--- config.mk ---
export PLATFORM = sky130hd
export DESIGN_NAME = scad_decoder
export DESIGN_NICKNAME = d
export VERILOG_FILES = /design/src/pkg/scad_pkg.sv /design/src/logic/scad_decoder.sv /design/src/logic/scad_clock_counter.sv
export VERILOG_INCLUDE_DIRS = /design/src /design/src/pkg
export SDC_FILE = /design/constraint.sdc
export NUM_CORES = 1
export LEC_CHECK = 0
export BUFFER_PORTS_ARGS = -buffer_cell sky130_fd_sc_hd__clkbuf_2
export CORE_AREA = 4 4 67 69
export DETAILED_ROUTE_END_ITERATION = 7
export DIE_AREA = 0 0 71 73
export PLACE_DENSITY = 0.61
export SLEW_MARGIN = 10
export SYNTH_ARGS = -nofsm -noshare
export SYNTH_HDL_FRONTEND = slang
export SYNTH_SLANG_ARGS = --single-unit
--- constraint.sdc ---
create_clock -name i_mclk -period 3.3 [get_ports i_mclk]
set_clock_uncertainty 0.2 [all_clocks]
set_input_delay 0.33 -clock i_mclk [delete_from_list [all_inputs] [get_ports i_mclk]]
set_output_delay 0.33 -clock i_mclk [all_outputs]
set_load 0.02 [all_outputs]
--- src/pkg/scad_regs.svh ---
// opcode patterns, field positions and clock counts for the subtract/compare/adjust decoder
`ifndef SCAD_REGS_SVH
`define SCAD_REGS_SVH

// opcode byte patterns (upper bits, compared after shifting)
`define SCAD_OP6_MINUS_RR      6'h0A
`define SCAD_OP7_MINUS_RM      7'h14
`define SCAD_OP7_MINUS_MR      7'h15
`define SCAD_OP7_MINUS_ACC     7'h16
`define SCAD_OP6_BORROW_RR     6'h06
`define SCAD_OP7_BORROW_RM     7'h0C
`define SCAD_OP7_BORROW_MR     7'h0D
`define SCAD_OP7_BORROW_ACC    7'h0E
`define SCAD_OP6_GRP_IMM       6'h20
`define SCAD_OP7_GRP_STEP      7'h7F
`define SCAD_OP5_STEP_SHORT    5'h09
`define SCAD_OP7_CMP_MR        7'h1C
`define SCAD_OP7_CMP_RM        7'h1D
`define SCAD_OP7_CMP_ACC       7'h1E
`define SCAD_OP8_ASCII_ADD     8'h37
`define SCAD_OP8_ASCII_MINUS   8'h3F
`define SCAD_OP8_PACKED_ADD    8'h27
`define SCAD_OP8_PACKED_MINUS  8'h2F

// addressing byte middle field selectors and mod field register value
`define SCAD_MID_MINUS         3'h5
`define SCAD_MID_BORROW        3'h3
`define SCAD_MID_CMP           3'h7
`define SCAD_MID_STEP          3'h1
`define SCAD_MOD_REG           2'h3

// field positions
`define SCAD_BIT_SIZE          0
`define SCAD_BIT_DIR           1
`define SCAD_BIT_EXT           1

// execution clock counts
`define SCAD_CLK_2             4'h2
`define SCAD_CLK_4             4'h4
`define SCAD_CLK_5             4'h5
`define SCAD_CLK_6             4'h6
`define SCAD_CLK_7             4'h7

`endif

--- src/pkg/scad_pkg.sv ---
// types shared by the subtract/compare/adjust decoder
package scad_pkg;

	typedef enum logic [3:0] {
		SCAD_OP_NONE          = 4'b0000,
		SCAD_OP_MINUS         = 4'b0001,
		SCAD_OP_BORROW        = 4'b0010,
		SCAD_OP_STEP_DOWN     = 4'b0011,
		SCAD_OP_COMPARE       = 4'b0100,
		SCAD_OP_ASCII_ADD     = 4'b0101,
		SCAD_OP_ASCII_MINUS   = 4'b0110,
		SCAD_OP_PACKED_ADD    = 4'b0111,
		SCAD_OP_PACKED_MINUS  = 4'b1000
	} scad_op_t;

	typedef enum logic [1:0] {
		SCAD_SZ_BYTE  = 2'b00,
		SCAD_SZ_WORD  = 2'b01,
		SCAD_SZ_DWORD = 2'b10
	} scad_size_t;

	typedef struct packed {
		logic [7:0] opcode;
		logic [7:0] modrm;
		logic       op32;
	} scad_fetch_t;

	typedef struct packed {
		scad_op_t   op;
		scad_size_t size;
		logic       mem_operand;
		logic       src_first;
		logic       imm_follows;
		logic       imm_sext;
		logic       has_modrm;
		logic [2:0] short_reg;
		logic [3:0] clocks;
	} scad_decode_t;

	typedef enum logic [1:0] {
		SCAD_ST_IDLE = 2'b00,
		SCAD_ST_EXEC = 2'b01,
		SCAD_ST_DONE = 2'b10
	} scad_state_t;

endpackage : scad_pkg

--- src/logic/scad_decoder.sv ---
// Function
// - subtract reg/reg, 001010dw plus addressing byte, takes 2 clocks
// - subtract 0010100w with addressing byte takes 7 clocks in memory modes; register mode decodes as reg/reg, 2 clocks
// - subtract 0010101w with addressing byte takes 6 clocks in memory modes; register mode decodes as reg/reg, 2 clocks
// - 100000sw with middle field 101 is immediate subtract, 2 reg or 7 memory
// - short accumulator subtract 0010110w plus immediate takes 2 clocks
// - borrow subtract reg/reg 000110dw takes 2 clocks
// - borrow subtract 0001100w with addressing byte takes 7 clocks in memory modes; register mode decodes as reg/reg, 2 clocks
// - borrow subtract 0001101w with addressing byte takes 6 clocks in memory modes; register mode decodes as reg/reg, 2 clocks
// - 100000sw with middle field 011 is immediate borrow subtract, 2 or 7
// - short accumulator borrow subtract 0001110w plus immediate takes 2 clocks
// - step down 1111111w field 001 takes 2/6; short 01001rrr takes 2
// - compare 0011100w with addressing byte takes 5 clocks
// - compare 0011101w with addressing byte takes 6 clocks
// - 100000sw with middle field 111 is immediate compare, 2 reg or 5 memory
// - short accumulator compare 0011110w plus immediate takes 2 clocks
// - opcode 00110111 is ascii fix after add, 4 clocks
// - opcode 00111111 is ascii fix after minus, 4 clocks
// - opcode 00100111 is packed fix after add, 4 clocks
// - opcode 00101111 is packed fix after minus, 4 clocks
`timescale 1ns/1ps
`include "scad_regs.svh"
module scad_decoder (
	input  wire logic                 i_mclk,
	input  wire logic                 i_rst_n,
	input  wire logic                 i_valid,
	input  scad_pkg::scad_fetch_t     i_fetch,
	input  wire logic                 i_exec_ready,
	output logic                      o_ready,
	output logic                      o_valid,
	output scad_pkg::scad_decode_t    o_decode,
	output logic                      o_unknown,
	output logic                      o_busy,
	output logic                      o_done
);
	import scad_pkg::*;

	scad_decode_t dec_d;
	scad_decode_t dec_q;
	logic         unknown_d;
	logic         unknown_q;
	scad_state_t  state_q;
	logic         take;
	logic         cnt_busy;
	logic         cnt_last;
	logic [7:0]   opc;
	logic [1:0]   mod_f;
	logic [2:0]   mid_f;
	logic         mem_op;
	scad_size_t   wide_size;
	logic         grp_imm;
	logic         grp_step;
	logic         step_short;

	assign opc   = i_fetch.opcode;
	assign mod_f = i_fetch.modrm[7:6];
	assign mid_f = i_fetch.modrm[5:3];
	assign mem_op = (mod_f != `SCAD_MOD_REG);
	assign wide_size = i_fetch.op32 ? SCAD_SZ_DWORD : SCAD_SZ_WORD;
	// shared opcode prefixes where the middle field picks the operation; the short step prefix carries a register in its low bits instead
	assign grp_imm    = (opc[7:2] == `SCAD_OP6_GRP_IMM);
	assign grp_step   = (opc[7:1] == `SCAD_OP7_GRP_STEP) && (mid_f == `SCAD_MID_STEP);
	assign step_short = (opc[7:3] == `SCAD_OP5_STEP_SHORT);

	// new instruction only accepted once the previous result has been handed over
	assign o_ready = (state_q == SCAD_ST_IDLE);
	assign take    = i_valid && o_ready;

	always_comb begin
		dec_d = '0;
		unknown_d = 1'b0;
		dec_d.op = SCAD_OP_NONE;
		dec_d.size = opc[`SCAD_BIT_SIZE] ? wide_size : SCAD_SZ_BYTE;
		dec_d.clocks = `SCAD_CLK_2;
		if (opc[7:2] == `SCAD_OP6_MINUS_RR && !mem_op) begin
			dec_d.op = SCAD_OP_MINUS;
			dec_d.has_modrm = 1'b1;
			dec_d.src_first = opc[`SCAD_BIT_DIR];
			dec_d.clocks = `SCAD_CLK_2;
		end else if (opc[7:1] == `SCAD_OP7_MINUS_RM) begin
			dec_d.op = SCAD_OP_MINUS;
			dec_d.has_modrm = 1'b1;
			dec_d.mem_operand = 1'b1;
			dec_d.clocks = `SCAD_CLK_7;
		end else if (opc[7:1] == `SCAD_OP7_MINUS_MR) begin
			dec_d.op = SCAD_OP_MINUS;
			dec_d.has_modrm = 1'b1;
			dec_d.mem_operand = 1'b1;
			dec_d.src_first = 1'b1;
			dec_d.clocks = `SCAD_CLK_6;
		end else if (opc[7:1] == `SCAD_OP7_MINUS_ACC) begin
			dec_d.op = SCAD_OP_MINUS;
			dec_d.imm_follows = 1'b1;
			dec_d.clocks = `SCAD_CLK_2;
		end else if (opc[7:2] == `SCAD_OP6_BORROW_RR && !mem_op) begin
			dec_d.op = SCAD_OP_BORROW;
			dec_d.has_modrm = 1'b1;
			dec_d.src_first = opc[`SCAD_BIT_DIR];
			dec_d.clocks = `SCAD_CLK_2;
		end else if (opc[7:1] == `SCAD_OP7_BORROW_RM) begin
			dec_d.op = SCAD_OP_BORROW;
			dec_d.has_modrm = 1'b1;
			dec_d.mem_operand = 1'b1;
			dec_d.clocks = `SCAD_CLK_7;
		end else if (opc[7:1] == `SCAD_OP7_BORROW_MR) begin
			dec_d.op = SCAD_OP_BORROW;
			dec_d.has_modrm = 1'b1;
			dec_d.mem_operand = 1'b1;
			dec_d.src_first = 1'b1;
			dec_d.clocks = `SCAD_CLK_6;
		end else if (opc[7:1] == `SCAD_OP7_BORROW_ACC) begin
			dec_d.op = SCAD_OP_BORROW;
			dec_d.imm_follows = 1'b1;
			dec_d.clocks = `SCAD_CLK_2;
		end else if (grp_imm && mid_f == `SCAD_MID_MINUS) begin
			dec_d.op = SCAD_OP_MINUS;
			dec_d.has_modrm = 1'b1;
			dec_d.imm_follows = 1'b1;
			dec_d.imm_sext = opc[`SCAD_BIT_EXT];
			dec_d.mem_operand = mem_op;
			dec_d.clocks = mem_op ? `SCAD_CLK_7 : `SCAD_CLK_2;
		end else if (grp_imm && mid_f == `SCAD_MID_BORROW) begin
			dec_d.op = SCAD_OP_BORROW;
			dec_d.has_modrm = 1'b1;
			dec_d.imm_follows = 1'b1;
			dec_d.imm_sext = opc[`SCAD_BIT_EXT];
			dec_d.mem_operand = mem_op;
			dec_d.clocks = mem_op ? `SCAD_CLK_7 : `SCAD_CLK_2;
		end else if (grp_imm && mid_f == `SCAD_MID_CMP) begin
			dec_d.op = SCAD_OP_COMPARE;
			dec_d.has_modrm = 1'b1;
			dec_d.imm_follows = 1'b1;
			dec_d.imm_sext = opc[`SCAD_BIT_EXT];
			dec_d.mem_operand = mem_op;
			dec_d.clocks = mem_op ? `SCAD_CLK_5 : `SCAD_CLK_2;
		end else if (grp_step) begin
			dec_d.op = SCAD_OP_STEP_DOWN;
			dec_d.has_modrm = 1'b1;
			dec_d.mem_operand = mem_op;
			dec_d.clocks = mem_op ? `SCAD_CLK_6 : `SCAD_CLK_2;
		end else if (step_short) begin
			dec_d.op = SCAD_OP_STEP_DOWN;
			dec_d.size = wide_size; // short form has no size bit
			dec_d.short_reg = opc[2:0];
			dec_d.clocks = `SCAD_CLK_2;
		end else if (opc[7:1] == `SCAD_OP7_CMP_MR) begin
			dec_d.op = SCAD_OP_COMPARE;
			dec_d.has_modrm = 1'b1;
			dec_d.mem_operand = 1'b1;
			dec_d.clocks = `SCAD_CLK_5;
		end else if (opc[7:1] == `SCAD_OP7_CMP_RM) begin
			dec_d.op = SCAD_OP_COMPARE;
			dec_d.has_modrm = 1'b1;
			dec_d.mem_operand = 1'b1;
			dec_d.src_first = 1'b1;
			dec_d.clocks = `SCAD_CLK_6;
		end else if (opc[7:1] == `SCAD_OP7_CMP_ACC) begin
			dec_d.op = SCAD_OP_COMPARE;
			dec_d.imm_follows = 1'b1;
			dec_d.clocks = `SCAD_CLK_2;
		end else if (opc == `SCAD_OP8_ASCII_ADD) begin
			dec_d.op = SCAD_OP_ASCII_ADD;
			dec_d.size = SCAD_SZ_BYTE;
			dec_d.clocks = `SCAD_CLK_4;
		end else if (opc == `SCAD_OP8_ASCII_MINUS) begin
			dec_d.op = SCAD_OP_ASCII_MINUS;
			dec_d.size = SCAD_SZ_BYTE;
			dec_d.clocks = `SCAD_CLK_4;
		end else if (opc == `SCAD_OP8_PACKED_ADD) begin
			dec_d.op = SCAD_OP_PACKED_ADD;
			dec_d.size = SCAD_SZ_BYTE;
			dec_d.clocks = `SCAD_CLK_4;
		end else if (opc == `SCAD_OP8_PACKED_MINUS) begin
			dec_d.op = SCAD_OP_PACKED_MINUS;
			dec_d.size = SCAD_SZ_BYTE;
			dec_d.clocks = `SCAD_CLK_4;
		end else begin
			// outside this group: flagged so another decoder can claim it
			unknown_d = 1'b1;
			dec_d.clocks = `SCAD_CLK_2;
		end
	end

	always_ff @(posedge i_mclk or negedge i_rst_n) begin
		if (!i_rst_n) begin
			dec_q <= '0;
		end else if (take) begin
			dec_q <= dec_d;
		end
	end

	// foreign opcode flag kept apart so another decoder can watch it alone
	always_ff @(posedge i_mclk or negedge i_rst_n) begin
		if (!i_rst_n) begin
			unknown_q <= 1'b0;
		end else if (take) begin
			unknown_q <= unknown_d;
		end
	end

	always_ff @(posedge i_mclk or negedge i_rst_n) begin
		if (!i_rst_n) begin
			state_q <= SCAD_ST_IDLE;
		end else begin
			case (state_q)
				SCAD_ST_IDLE: begin
					if (take) begin
						state_q <= SCAD_ST_EXEC;
					end
				end
				SCAD_ST_EXEC: begin
					if (cnt_last) begin
						state_q <= SCAD_ST_DONE;
					end else if (!cnt_busy) begin
						// a zero count would otherwise strand the fetch side
						state_q <= SCAD_ST_DONE;
					end
				end
				SCAD_ST_DONE: begin
					if (i_exec_ready) begin
						state_q <= SCAD_ST_IDLE;
					end
				end
				default: begin
					state_q <= SCAD_ST_IDLE;
				end
			endcase
		end
	end

	// counter loaded with the decoded count; exec lasts exactly that many clocks
	scad_clock_counter u_counter (
		.i_mclk  (i_mclk),
		.i_rst_n (i_rst_n),
		.i_load  (take),
		.i_count (dec_d.clocks),
		.o_busy  (cnt_busy),
		.o_last  (cnt_last)
	);

	assign o_decode  = dec_q;
	assign o_unknown = unknown_q;
	assign o_busy    = (state_q == SCAD_ST_EXEC);
	assign o_valid   = (state_q == SCAD_ST_DONE);
	assign o_done    = (state_q == SCAD_ST_DONE) && i_exec_ready;

endmodule : scad_decoder

--- src/logic/scad_clock_counter.sv ---
// down-counter that times the execution of one decoded instruction
`timescale 1ns/1ps
module scad_clock_counter (
	input  wire logic       i_mclk,
	input  wire logic       i_rst_n,
	input  wire logic       i_load,
	input  wire logic [3:0] i_count,
	output logic            o_busy,
	output logic            o_last
);
	logic [3:0] remain_q;

	always_ff @(posedge i_mclk or negedge i_rst_n) begin
		if (!i_rst_n) begin
			remain_q <= 4'h0;
		end else if (i_load) begin
			remain_q <= i_count;
		end else if (remain_q != 4'h0) begin
			remain_q <= remain_q - 4'h1;
		end
	end

	assign o_busy = (remain_q != 4'h0);
	// final execution clock is the one that still sees the count at one
	assign o_last = (remain_q == 4'h1);
endmodule : scad_clock_counter

==> After elaboration in Yosys (flattened, before gate mapping) <==
Cells that the tools add are included.
{ "word_totals": {"register_bits": 25, "latchBits": 0, "ramBits": 0, "rom_bits": 0, "inputBits": 21, "output_inout_bits": 23, "mem_count": 0} }
{ "classes": {"addsub": 1, "mul": 0, "n_div": 0, "magnitude_cmp": 0, "n_eq_ne": 29, "n_shift": 0, "mux": 227, "bitwise_logic": 0, "reduce_logical": 13} }
{ "ops": {"columns": ["operator", "n"], "rows": [
  ["two-way mux 6 bit", 33],
  ["two-way mux 4 bit", 45],
  ["two-way mux 3 bit", 47],
  ["two-way mux 2 bit", 43],
  ["two-way mux 1 bit", 49],
  ["two-way mux 5 bit", 9],
  ["== test 7 x 5 -> 1 bit, second input constant", 6],
  ["== test 8 x 6 -> 1 bit, second input constant", 4],
  ["== test 7 x 4 -> 1 bit, second input constant", 3],
  ["logical AND 1 bit", 8],
  ["== test 7 bit, second input constant", 1],
  ["== test 3 bit, second input constant", 2],
  ["== test 6 x 3 -> 1 bit, second input constant", 1],
  ["== test 6 x 4 -> 1 bit, second input constant", 1],
  ["== test 6 bit, second input constant", 1],
  ["one-hot mux 2 bit (3 select lines)", 1],
  ["== test 5 x 4 -> 1 bit, second input constant", 1],
  ["== test 4 x 1 -> 1 bit, second input constant", 1],
  ["!= test 2 bit, second input constant", 2],
  ["nonzero test 4 bit", 1],
  ["subtractor 4 x 1 -> 4 bit, second input constant", 1],
  ["== test 3 x 1 -> 1 bit, second input constant", 1],
  ["== test 3 x 2 -> 1 bit, second input constant", 1],
  ["!= test 3 x 2 -> 1 bit, second input constant", 1],
  ["7 further kinds", 7]
]} }

==> Logic depth before layout (Yosys ltp) <==
Gate-level depths: netlist (run 1).
{ "logic_depth": {"depth_word": 68, "ltp_mapped": 7, "mapped_depth_nobuf": 6} }

==> By module <==
Synthesis (run 1) repeated with hierarchy kept, for this count alone.
{ "unflattened": {"hier_cells": 168, "area_unflattened_um2": 1519.0} }
{ "by_module_without_submodules": {"columns": ["module", "instances", "cells_per_inst", "area_per_inst_um2", "seq_area_each_um2"], "rows": [
  ["scad_decoder", 1, 143, 1249.9, 500.5],
  ["scad_clock_counter", 1, 25, 269.0, 100.1]
]} }

==> Least setup slack after synthesis (run 1) <==
No wires, ideal clock.
{ "synth_path": {"kind": "register to register", "from": "reg state_q[1]", "to": "reg u_counter.remain_q[1]", "arrival_ns": 1.530, "slack_ns": 1.449, "path_stages_with_launch": 6, "path_buffers": 0, "cell_sequence": "dfrtp_1 nor2_1 nand2_1 a31oi_1 nand3_1 a22o_1"} }
{ "synth_via": {"elab_chain_len": 3, "word_cells_on_any_way": 4} }
{ "synth_rtl": {"columns": ["element", "line_no", "text"], "rows": [
  ["start, declared", "scad_decoder.sv:42", "scad_state_t state_q;"],
  ["start signal, assigned", "scad_decoder.sv:203", "state_q <= SCAD_ST_IDLE;"],
  ["start signal, assigned", "scad_decoder.sv:208", "state_q <= SCAD_ST_EXEC;"],
  ["start signal, assigned", "scad_decoder.sv:213", "state_q <= SCAD_ST_DONE;"],
  ["logical NOT 2 bit (*)", "scad_decoder.sv:66", "assign o_ready = (state_q == SCAD_ST_IDLE);"],
  ["net o_ready", "scad_decoder.sv:29", "output logic o_ready,"],
  ["logical AND 1 bit (*)", "scad_decoder.sv:67", "assign take = i_valid && o_ready;"],
  ["two-way mux 4 bit or nonzero test 2 bit (tied branches)", null, null],
  ["end signal, assigned", "scad_clock_counter.sv:17", "remain_q <= i_count;"],
  ["end signal, assigned", "scad_clock_counter.sv:19", "remain_q <= remain_q - 4'h1;"],
  ["end, declared", "scad_clock_counter.sv:11", "logic [3:0] remain_q;"]
]} }
Mark *: on every way through the listed nets, which the timed path passes. The rest lies on a longest branch.
A chain may end at the register's enable or synchronous reset.

==> Worst setup path after layout (run 1) <==
{ "layout_path": {"from": "reg state_q[1]", "to": "reg u_counter.remain_q[1]"} }
{ "layout_via": {"elab_chain_len": 3, "word_cells_on_any_way": 4} }
{ "layout_rtl": {"columns": ["element", "line_no"], "rows": [
  ["logical NOT 2 bit (*)", "scad_decoder.sv:66"],
  ["logical AND 1 bit (*)", "scad_decoder.sv:67"],
  ["two-way mux 4 bit or nonzero test 2 bit (tied branches)", null]
]} }
Every way passes the cells marked *; elsewhere a longest branch is shown, timed or not.

==> summary.txt, run 1 <==
Placement
  – RD Place Congestion: 0.875
  – Dpl hpwl: 2770 um
  – Buffers on Ports: 39
  – Area after DPL: roughly 0.0017 mm2

Job
  – Max-cap viol count: 0

Power and ir drop
  – Clk pwr share: 0.222
  – Static Leakage: 0.000845 uW
  – Total internal power: 709 uW
  – Maximum VDD drop: 0.177 mV
  – Comb power frac: 0.417
  – Flop pwr share: 0.360
  – Total power per unit cell area: 644 mW/mm2
  – Sw Ratio: 0.387
  – NetSw: 448 uW

Detailed routing
  – Drt pass-1 iters: 4
  – Drt via density: 5.35
  – Post-Route WL: about 3500 um
  – WL/cell: 13.4 um
  – Detailed router's first-iteration violation count: just over 90
  – Post-route DRC: 0
  – Total number of vias: 1,390
  – Antenna Nets Post-Route: 0

Global routing
  – Largest net degree at the start of global routing: 25
  – Vias in the first global route: 1,326
  – First-pass GRT wire length: 6170 um
  – Initial antenna violation count: 0
  – Grt ovf: 0
  – Global Route Usage Sum: 0.145

Cells and area
  – Final net count: 234
  – Share of layout cells above drive strength 1: 0.267
  – Multi-input gate area: 818 um2
  – Seq. cell area: 601 um2
  – Post-route cell area: 0.00180 mm2
  – Fill cells: 425
  – Ant. Diodes: 0
  – Synthesis-to-layout area growth: 19.7%

Clock tree
  – Clk buf depth: 2
  – Root buf cell: clkbuf_8
  – Post-CTS sizing: 0
  – TritonCTS Buffers: 3
  – Level count of the clock H-tree: 1
  – Clock sink count: 24
  – Clk Latency, worst-skew pair: 260 ps
  – CTS clk-pin slew, worst paths: ~90 ps
  – CTS tree: built

Timing
  – Final hold vios: 0
  – Max Freq: 539 MHz
  – Total negative setup slack: 0 ps
  – Final worst path period share: 0.562
  – Tmin final: 1850 ps
  – Final setup violation count: 0
  – RSZ-0062 raised after global routing: false
  – Max-slew headroom: 0.605
  – Max-slew violation count: 0
  – Worst-Margin Slew: 592 ps

Die
  – Die ar.: a little over 0.005 mm2
  – Height of the die: 73 um
  – Cell row count: 23
  – Starting Density: 0.383
  – Die X: 71 um
  – IO Pins: 44
  – Core Region: 0.00391 mm2

Logic synthesis
  – Count of flip-flops with a built-in enable after synthesis: 0
  – Syn_nets: 198
  – Sequential area share after synthesis: 0.400
  – Yosys warnings: 0
  – Syn avg cell area: 8.57 um2
  – Top FF cell, synth: dfrtp_1
  – Seq cells post-synth: 24
  – Count leader, synth: nand2_1
  – Cell taking the most area after synthesis: dfrtp_1
  – Post-Synthesis Cells: approximately 180
  – Synth async-reset ratio: 1.00
  – Yosys top cell area share: 0.400
  – Synth cell types: 48
  – List of most frequent post-synthesis cells: nand2_1 (28), dfrtp_1 (24), nor2_1 (13), o21ai_0 (11), a21oi_1 (10)
  – Largest cells by area after synthesis: dfrtp_1 (40%), nand2_1 (7.0%), o21ai_0 (3.7%)
  – Mapped cell area: ~0.0015 mm2

Worst setup path
  – CP Data Arrival Time: around 1800 ps
  – WS Path Type: register to register
  – Worst endpoint required time: 3260 ps
  – Setup crit end kind: register
  – Critical-path maximum fanout: 11
  – Startpoint types: register

Outcome
  – Status: complete, no violations

Min path
  – Hold/Removal Path Class: input port to register
## sequential cells by signal, indices dropped and copies added, names as in the netlist
name,cells
u_counter.remain_q,4
o_decode,17
state_q,2
o_unknown,1
## critical path: stages, from the launching register on
cell and delay (ps):
dfrtp_1 390, nor2_1 170, nand2_1 260, a31oi_1 350, nand3_1 160, a22o_1 220
## power by group through the flow
stage	Sequential (uW)	Clock (uW)	Combinational, uW
final	417	257	483
after global routing	430	274	545
after global placement	422	0	487
after detailed placement	425	0	488
after CTS	419	264	491
after floorplan	473	0	296
## placed cells by master, fill, tap and decap left out, types with 2 or more instances in the layout
| cell type | count |
|---|---|
| a21oi_1 | 10 |
| a22o_1 | 5 |
| a31oi_1 | 5 |
| a32o_1 | 3 |
| and2_1 | 5 |
| clkbuf_2 | 39 |
| clkbuf_8 | 3 |
| dfrtp_1 | 24 |
| ha_1 | 2 |
| inv_1 | 8 |
| nand2_1 | 28 |
| nand2b_1 | 3 |
| nand3_1 | 7 |
| nand4_1 | 3 |
| nor2_1 | 13 |
| nor2b_1 | 3 |
| nor3_1 | 3 |
| o21a_1 | 2 |
| o21ai_0 | 11 |
| o31ai_1 | 3 |
| xor2_1 | 2 |
## metal layers
metal  GRT usage  vias to the layer above  wire length [um]
li1            -                      699                 -
met1       0.208                      636              1660
met2       0.223                       50              1500
met3      0.0165                        5               243
met4      0.0585                        0                61
met5           0                        -                 0
## per-stage QoR
stage	hold slack, ps	total power, uW	setup slack [ps]	util	cells
finish	53.4	1160	1450	0.459	260
global route	75.3	1250	1150	0.459	260
CTS	54.1	1170	1410	0.459	260
detailed placement	167	914	1280	0.438	255
global placement	166	909	1250	0.438	255
floorplan	-166	769	1450	-	175
## area by class of cell
cell class,instances,area share
clock buffer,3,0.0230
clock inverter,1,0.0167
inverter,8,0.0167
multi-input combinational,133,0.456
sequential,24,0.334
tap,50,0.0348
timing repair buffer,41,0.118
## cells by family (layout without fill, tap and decap cells)
family / Yosys count / count (layout) / share of synthesized area
simple gates: 77 / 77 / 0.273
compound gates: 51 / 51 / 0.242
flops: 24 / 24 / 0.400
buf+inv: 18 / 53 / 0.0542
fa+ha+maj: 2 / 2 / 0.0167
xor+xnor: 2 / 2 / 0.0117
other cells: 1 / 1 / 0.00250
## timing repair
item / CTS / global route
setup buffers: 0 / 0
endpoints found under the setup margin: 0 / 0
hold buffers: 1 / 0
endpoints found under the hold margin: 24 / 0
## worst paths after layout
check | start | end | slack [ps] | cells after the start
setup / recovery | state_q[1]$_DFFE_PN0P_ | u_counter.remain_q[1]$_DFFE_PN0P_ | 1450 | 5
hold / removal | i_fetch[0] | o_decode[12]$_DFFE_PN0P_ | 50 | 2
setup reg to reg | state_q[1]$_DFFE_PN0P_ | u_counter.remain_q[1]$_DFFE_PN0P_ | 1450 | 5
hold reg to reg | o_decode[7]$_DFFE_PN0P_ | o_decode[7]$_DFFE_PN0P_ | 290 | 2
max in group asynchronous | i_rst_n | o_decode[15]$_DFFE_PN0P_ | 2120 | 2
min in group asynchronous | i_rst_n | o_decode[12]$_DFFE_PN0P_ | 390 | 2
Note: power is estimated with default switching activity, not from simulation.
==> inputs of run 2 (changes only) <==
--- a/config.mk
+++ b/config.mk
@@ -10,7 +10,7 @@
 export CORE_AREA = 4 4 67 69
 export DETAILED_ROUTE_END_ITERATION = 7
 export DIE_AREA = 0 0 71 73
-export PLACE_DENSITY = 0.61
+export PLACE_DENSITY = 0.64
 export SLEW_MARGIN = 10
 export SYNTH_ARGS = -nofsm -noshare
 export SYNTH_HDL_FRONTEND = slang
==> constraint.sdc (replaced) <==
create_clock -name i_mclk -period 1.6 [get_ports i_mclk]
set_clock_uncertainty 0.2 [all_clocks]
set_input_delay 0.16 -clock i_mclk [delete_from_list [all_inputs] [get_ports i_mclk]]
set_output_delay 0.16 -clock i_mclk [all_outputs]
set_load 0.02 [all_outputs]
==> summary.txt, run 2 (synthesized netlist as in run 1, its figures left out) <==
Worst setup path
  – WS Path Type: register to primary output
  – Setup crit end kind: primary output
  – Crit-path max cell delay: 410 ps (+20 ps)
  – Worst reg2reg path endpoint: state_q[1]$_DFFE_PN0P_
  – Crit path cell chain: nor2b_2 -> and2_1 -> clkbuf_2
  – Reg2Reg Depth: 4 (-1)
  – Startpoint types: register
  – CP max stage cell: dfrtp_1
  – CP Data Arrival Time: 1190 ps (-620 ps)
  – Worst R2R Setup Slack: 60 ps (-1390 ps)
  – Critical-path maximum fanout: 3 (-8)
  – Worst endpoint required time: 1240 ps (-2020 ps)
  – Crit Reg-Reg Startpoint: u_counter.remain_q[0]$_DFFE_PN0P_

Cells and area
  – Final net count: 266 (+14%)
  – Post-layout util: 0.527 (+0.0678)
  – Commonest non-fill, non-tap cells in the layout: clkbuf_2 (39), buf_4 (31), nand2_1 (27), dfrtp_1 (24), nor2_1 (12)
  – Leading cell type in the layout, fill and taps excluded: clkbuf_2
  – Ant. Diodes: 0 (unchanged)
  – Post-route insts no fill: 292 (+12%)
  – Synthesis-to-layout area growth: 37.4%
  – Share of layout cells above drive strength 1: 0.376 (+0.109)
  – Max FFs per register: 17 (unchanged)
  – Fill cells: 399 (-6.1%)

Global routing
  – Vias in the first global route: 1,510 (+14%)
  – Global Route Usage Sum: 0.157 (+0.0121)
  – First-pass GRT wire length: 6670 um (+8.2%)
  – Largest net degree at the start of global routing: 25 (unchanged)
  – Initial antenna violation count: 0 (unchanged)
  – Grt ovf: 0 (unchanged)

Clock tree
  – TritonCTS Buffers: 3 (unchanged)
  – Root buf cell: clkbuf_8
  – Clk buf depth: 2 (unchanged)
  – Clock sink count: 24 (unchanged)
  – Level count of the clock H-tree: 1 (unchanged)
  – CTS clk-pin slew, worst paths: 80 ps (about the same)
  – CTS tree: built
  – Clk Latency, worst-skew pair: 270 ps (about the same)

Detailed routing
  – Drt pass-1 iters: 4 (unchanged)
  – Total number of vias: 1,500 (+7.9%)
  – WL/cell: 13.0 um (-2.9%)
  – Antenna Nets Post-Route: 0 (unchanged)
  – Routed met1 length: 1820 um (+9.6%)
  – Metal2 WL: 1720 um (+14%)
  – WL met3: 191 um (-21%)
  – Post-Route WL: 3790 um (+9.0%)
  – Post-route DRC: 0 (unchanged)
  – Detailed router's first-iteration violation count: 58 (-36%)
  – Highest routed metal layer: met4
  – Drt via density: 5.14 (-3.9%)

Placement
  – Pre-CTS setup slack: -122 ps (-1410 ps)
  – RD Place Congestion: 0.877 (+0.19%)
  – Post-placement cell count: 284 (+11%)
  – Buffers on Ports: 39 (unchanged)
  – Dpl hpwl: 3020 um (+9.1%)

Power and ir drop
  – Total power per unit cell area: 1240 mW/mm2 (+93%)
  – Static Leakage: 0.00100 uW (+19%)
  – Maximum VDD drop: 0.375 mV (+110%)

Timing
  – Tmin final: 1550 ps
  – Final setup violation count: 0 (unchanged)
  – Hold WS: 45.6 ps (-7.85 ps)
  – Final worst path period share: 0.967
  – Max Freq: 646 MHz
  – Final hold vios: 0 (unchanged)
  – Max-slew headroom: 0.579 (-0.0258)
  – Setup slack after layout: 52.8 ps (-1390 ps)
  – Max-slew violation count: 0 (unchanged)
  – Total negative setup slack: 0 ps (unchanged)
  – RSZ-0062 raised after global routing: true
  – Worst-Margin Slew: 631 ps (+38.7 ps)

Die
  – Cell row count: 23 (unchanged)
  – Die ar.: 0.00518 mm2 (unchanged)
  – Core Region: 0.00391 mm2 (unchanged)
  – Height of the die: 73 um (unchanged)
  – Starting Density: 0.383 (unchanged)
  – Die X: 71 um (unchanged)
  – IO Pins: 44 (unchanged)

Job
  – Max-cap viol count: 0 (unchanged)

Min path
  – Hold path cells: 2 (unchanged)
  – Hold/Removal Path Class: input port to register
  – Sink of the worst hold path: o_decode[4]$_DFFE_PN0P_
  – Hold path startpoint: i_fetch[9]

Outcome
  – Status: complete, no violations
==> run 2: cell types whose count changed in the layout (fill, tap and decap cells not counted), sizes merged <==
cell | previous run | this run
buf | 1 | 31
dlygate4sd3 | 1 | 3
==> run 2: cell type report <==
class / instances / area (um2) / area share
timing repair buffer: 73 / 458 / 0.222
clock inverter: 1 / 30.0 / 0.0146
multi-input combinational: 133 / 838 / 0.407
clock buffer: 3 / 41.3 / 0.0200
tap: 50 / 62.6 / 0.0304
inverter: 8 / 30.0 / 0.0146
sequential: 24 / 601 / 0.291
==> run 2: worst max-delay path by stage <==
stage                                 from                           endpoint  slack, ps  cells after the start
global placement                i_fetch[6]              o_unknown$_DFFE_PN0P_       -110                      6
finish              state_q[1]$_DFFE_PN0P_                             o_done         50                      3
CTS                 state_q[1]$_DFFE_PN0P_                             o_done         10                      3
global route        state_q[1]$_DFFE_PN0P_                             o_done        -20                      3
floorplan           state_q[1]$_DFFE_PN0P_  u_counter.remain_q[1]$_DFFE_PN0P_          7                      5
detailed placement              i_fetch[6]              o_unknown$_DFFE_PN0P_       -120                      6
==> run 2: critical path: cells and delay by family (launching register included) <==
| kind | cells | cell delay, ps |
|---|---|---|
| flip-flops | 1 | 410 |
| AND/OR/NAND/NOR | 2 | 350 |
| buffers and inverters | 1 | 160 |
==> run 2: through the flow <==
step	total power (uW)	cell area, um2
final	2560	2060
after global routing	2750	2060
after CTS	2560	2050
after detailed placement	2010	1950
after global placement	2000	1950
after floorplan	1610	1520
==> run 2: repair_timing <==
| item | in CTS | in global routing |
|---|---|---|
| resized for setup | 0 | 4 |
| setup endpoints to repair | 0 | 7 |
| buffers inserted | 0 | 1 |
| endpoints found under the hold margin | 27 | 0 |
| hold buffers | 3 | 0 |
==> run 2: layer usage <==
layer  track usage  vias up
met3        0.0110        4
met2         0.266       44
met4        0.0564        0
met1         0.213      691
li1              -      761
met5             0        -
==> run 2: power breakdown <==
part | switching (uW) | internal [uW] | total (uW) | leakage [uW]
clock | 196 | 335 | 530 | 0.0000357
combinational | 675 | 485 | 1160 | 0.000655
sequential | 105 | 766 | 870 | 0.000312
total | 976 | 1590 | 2560 | 0.00100
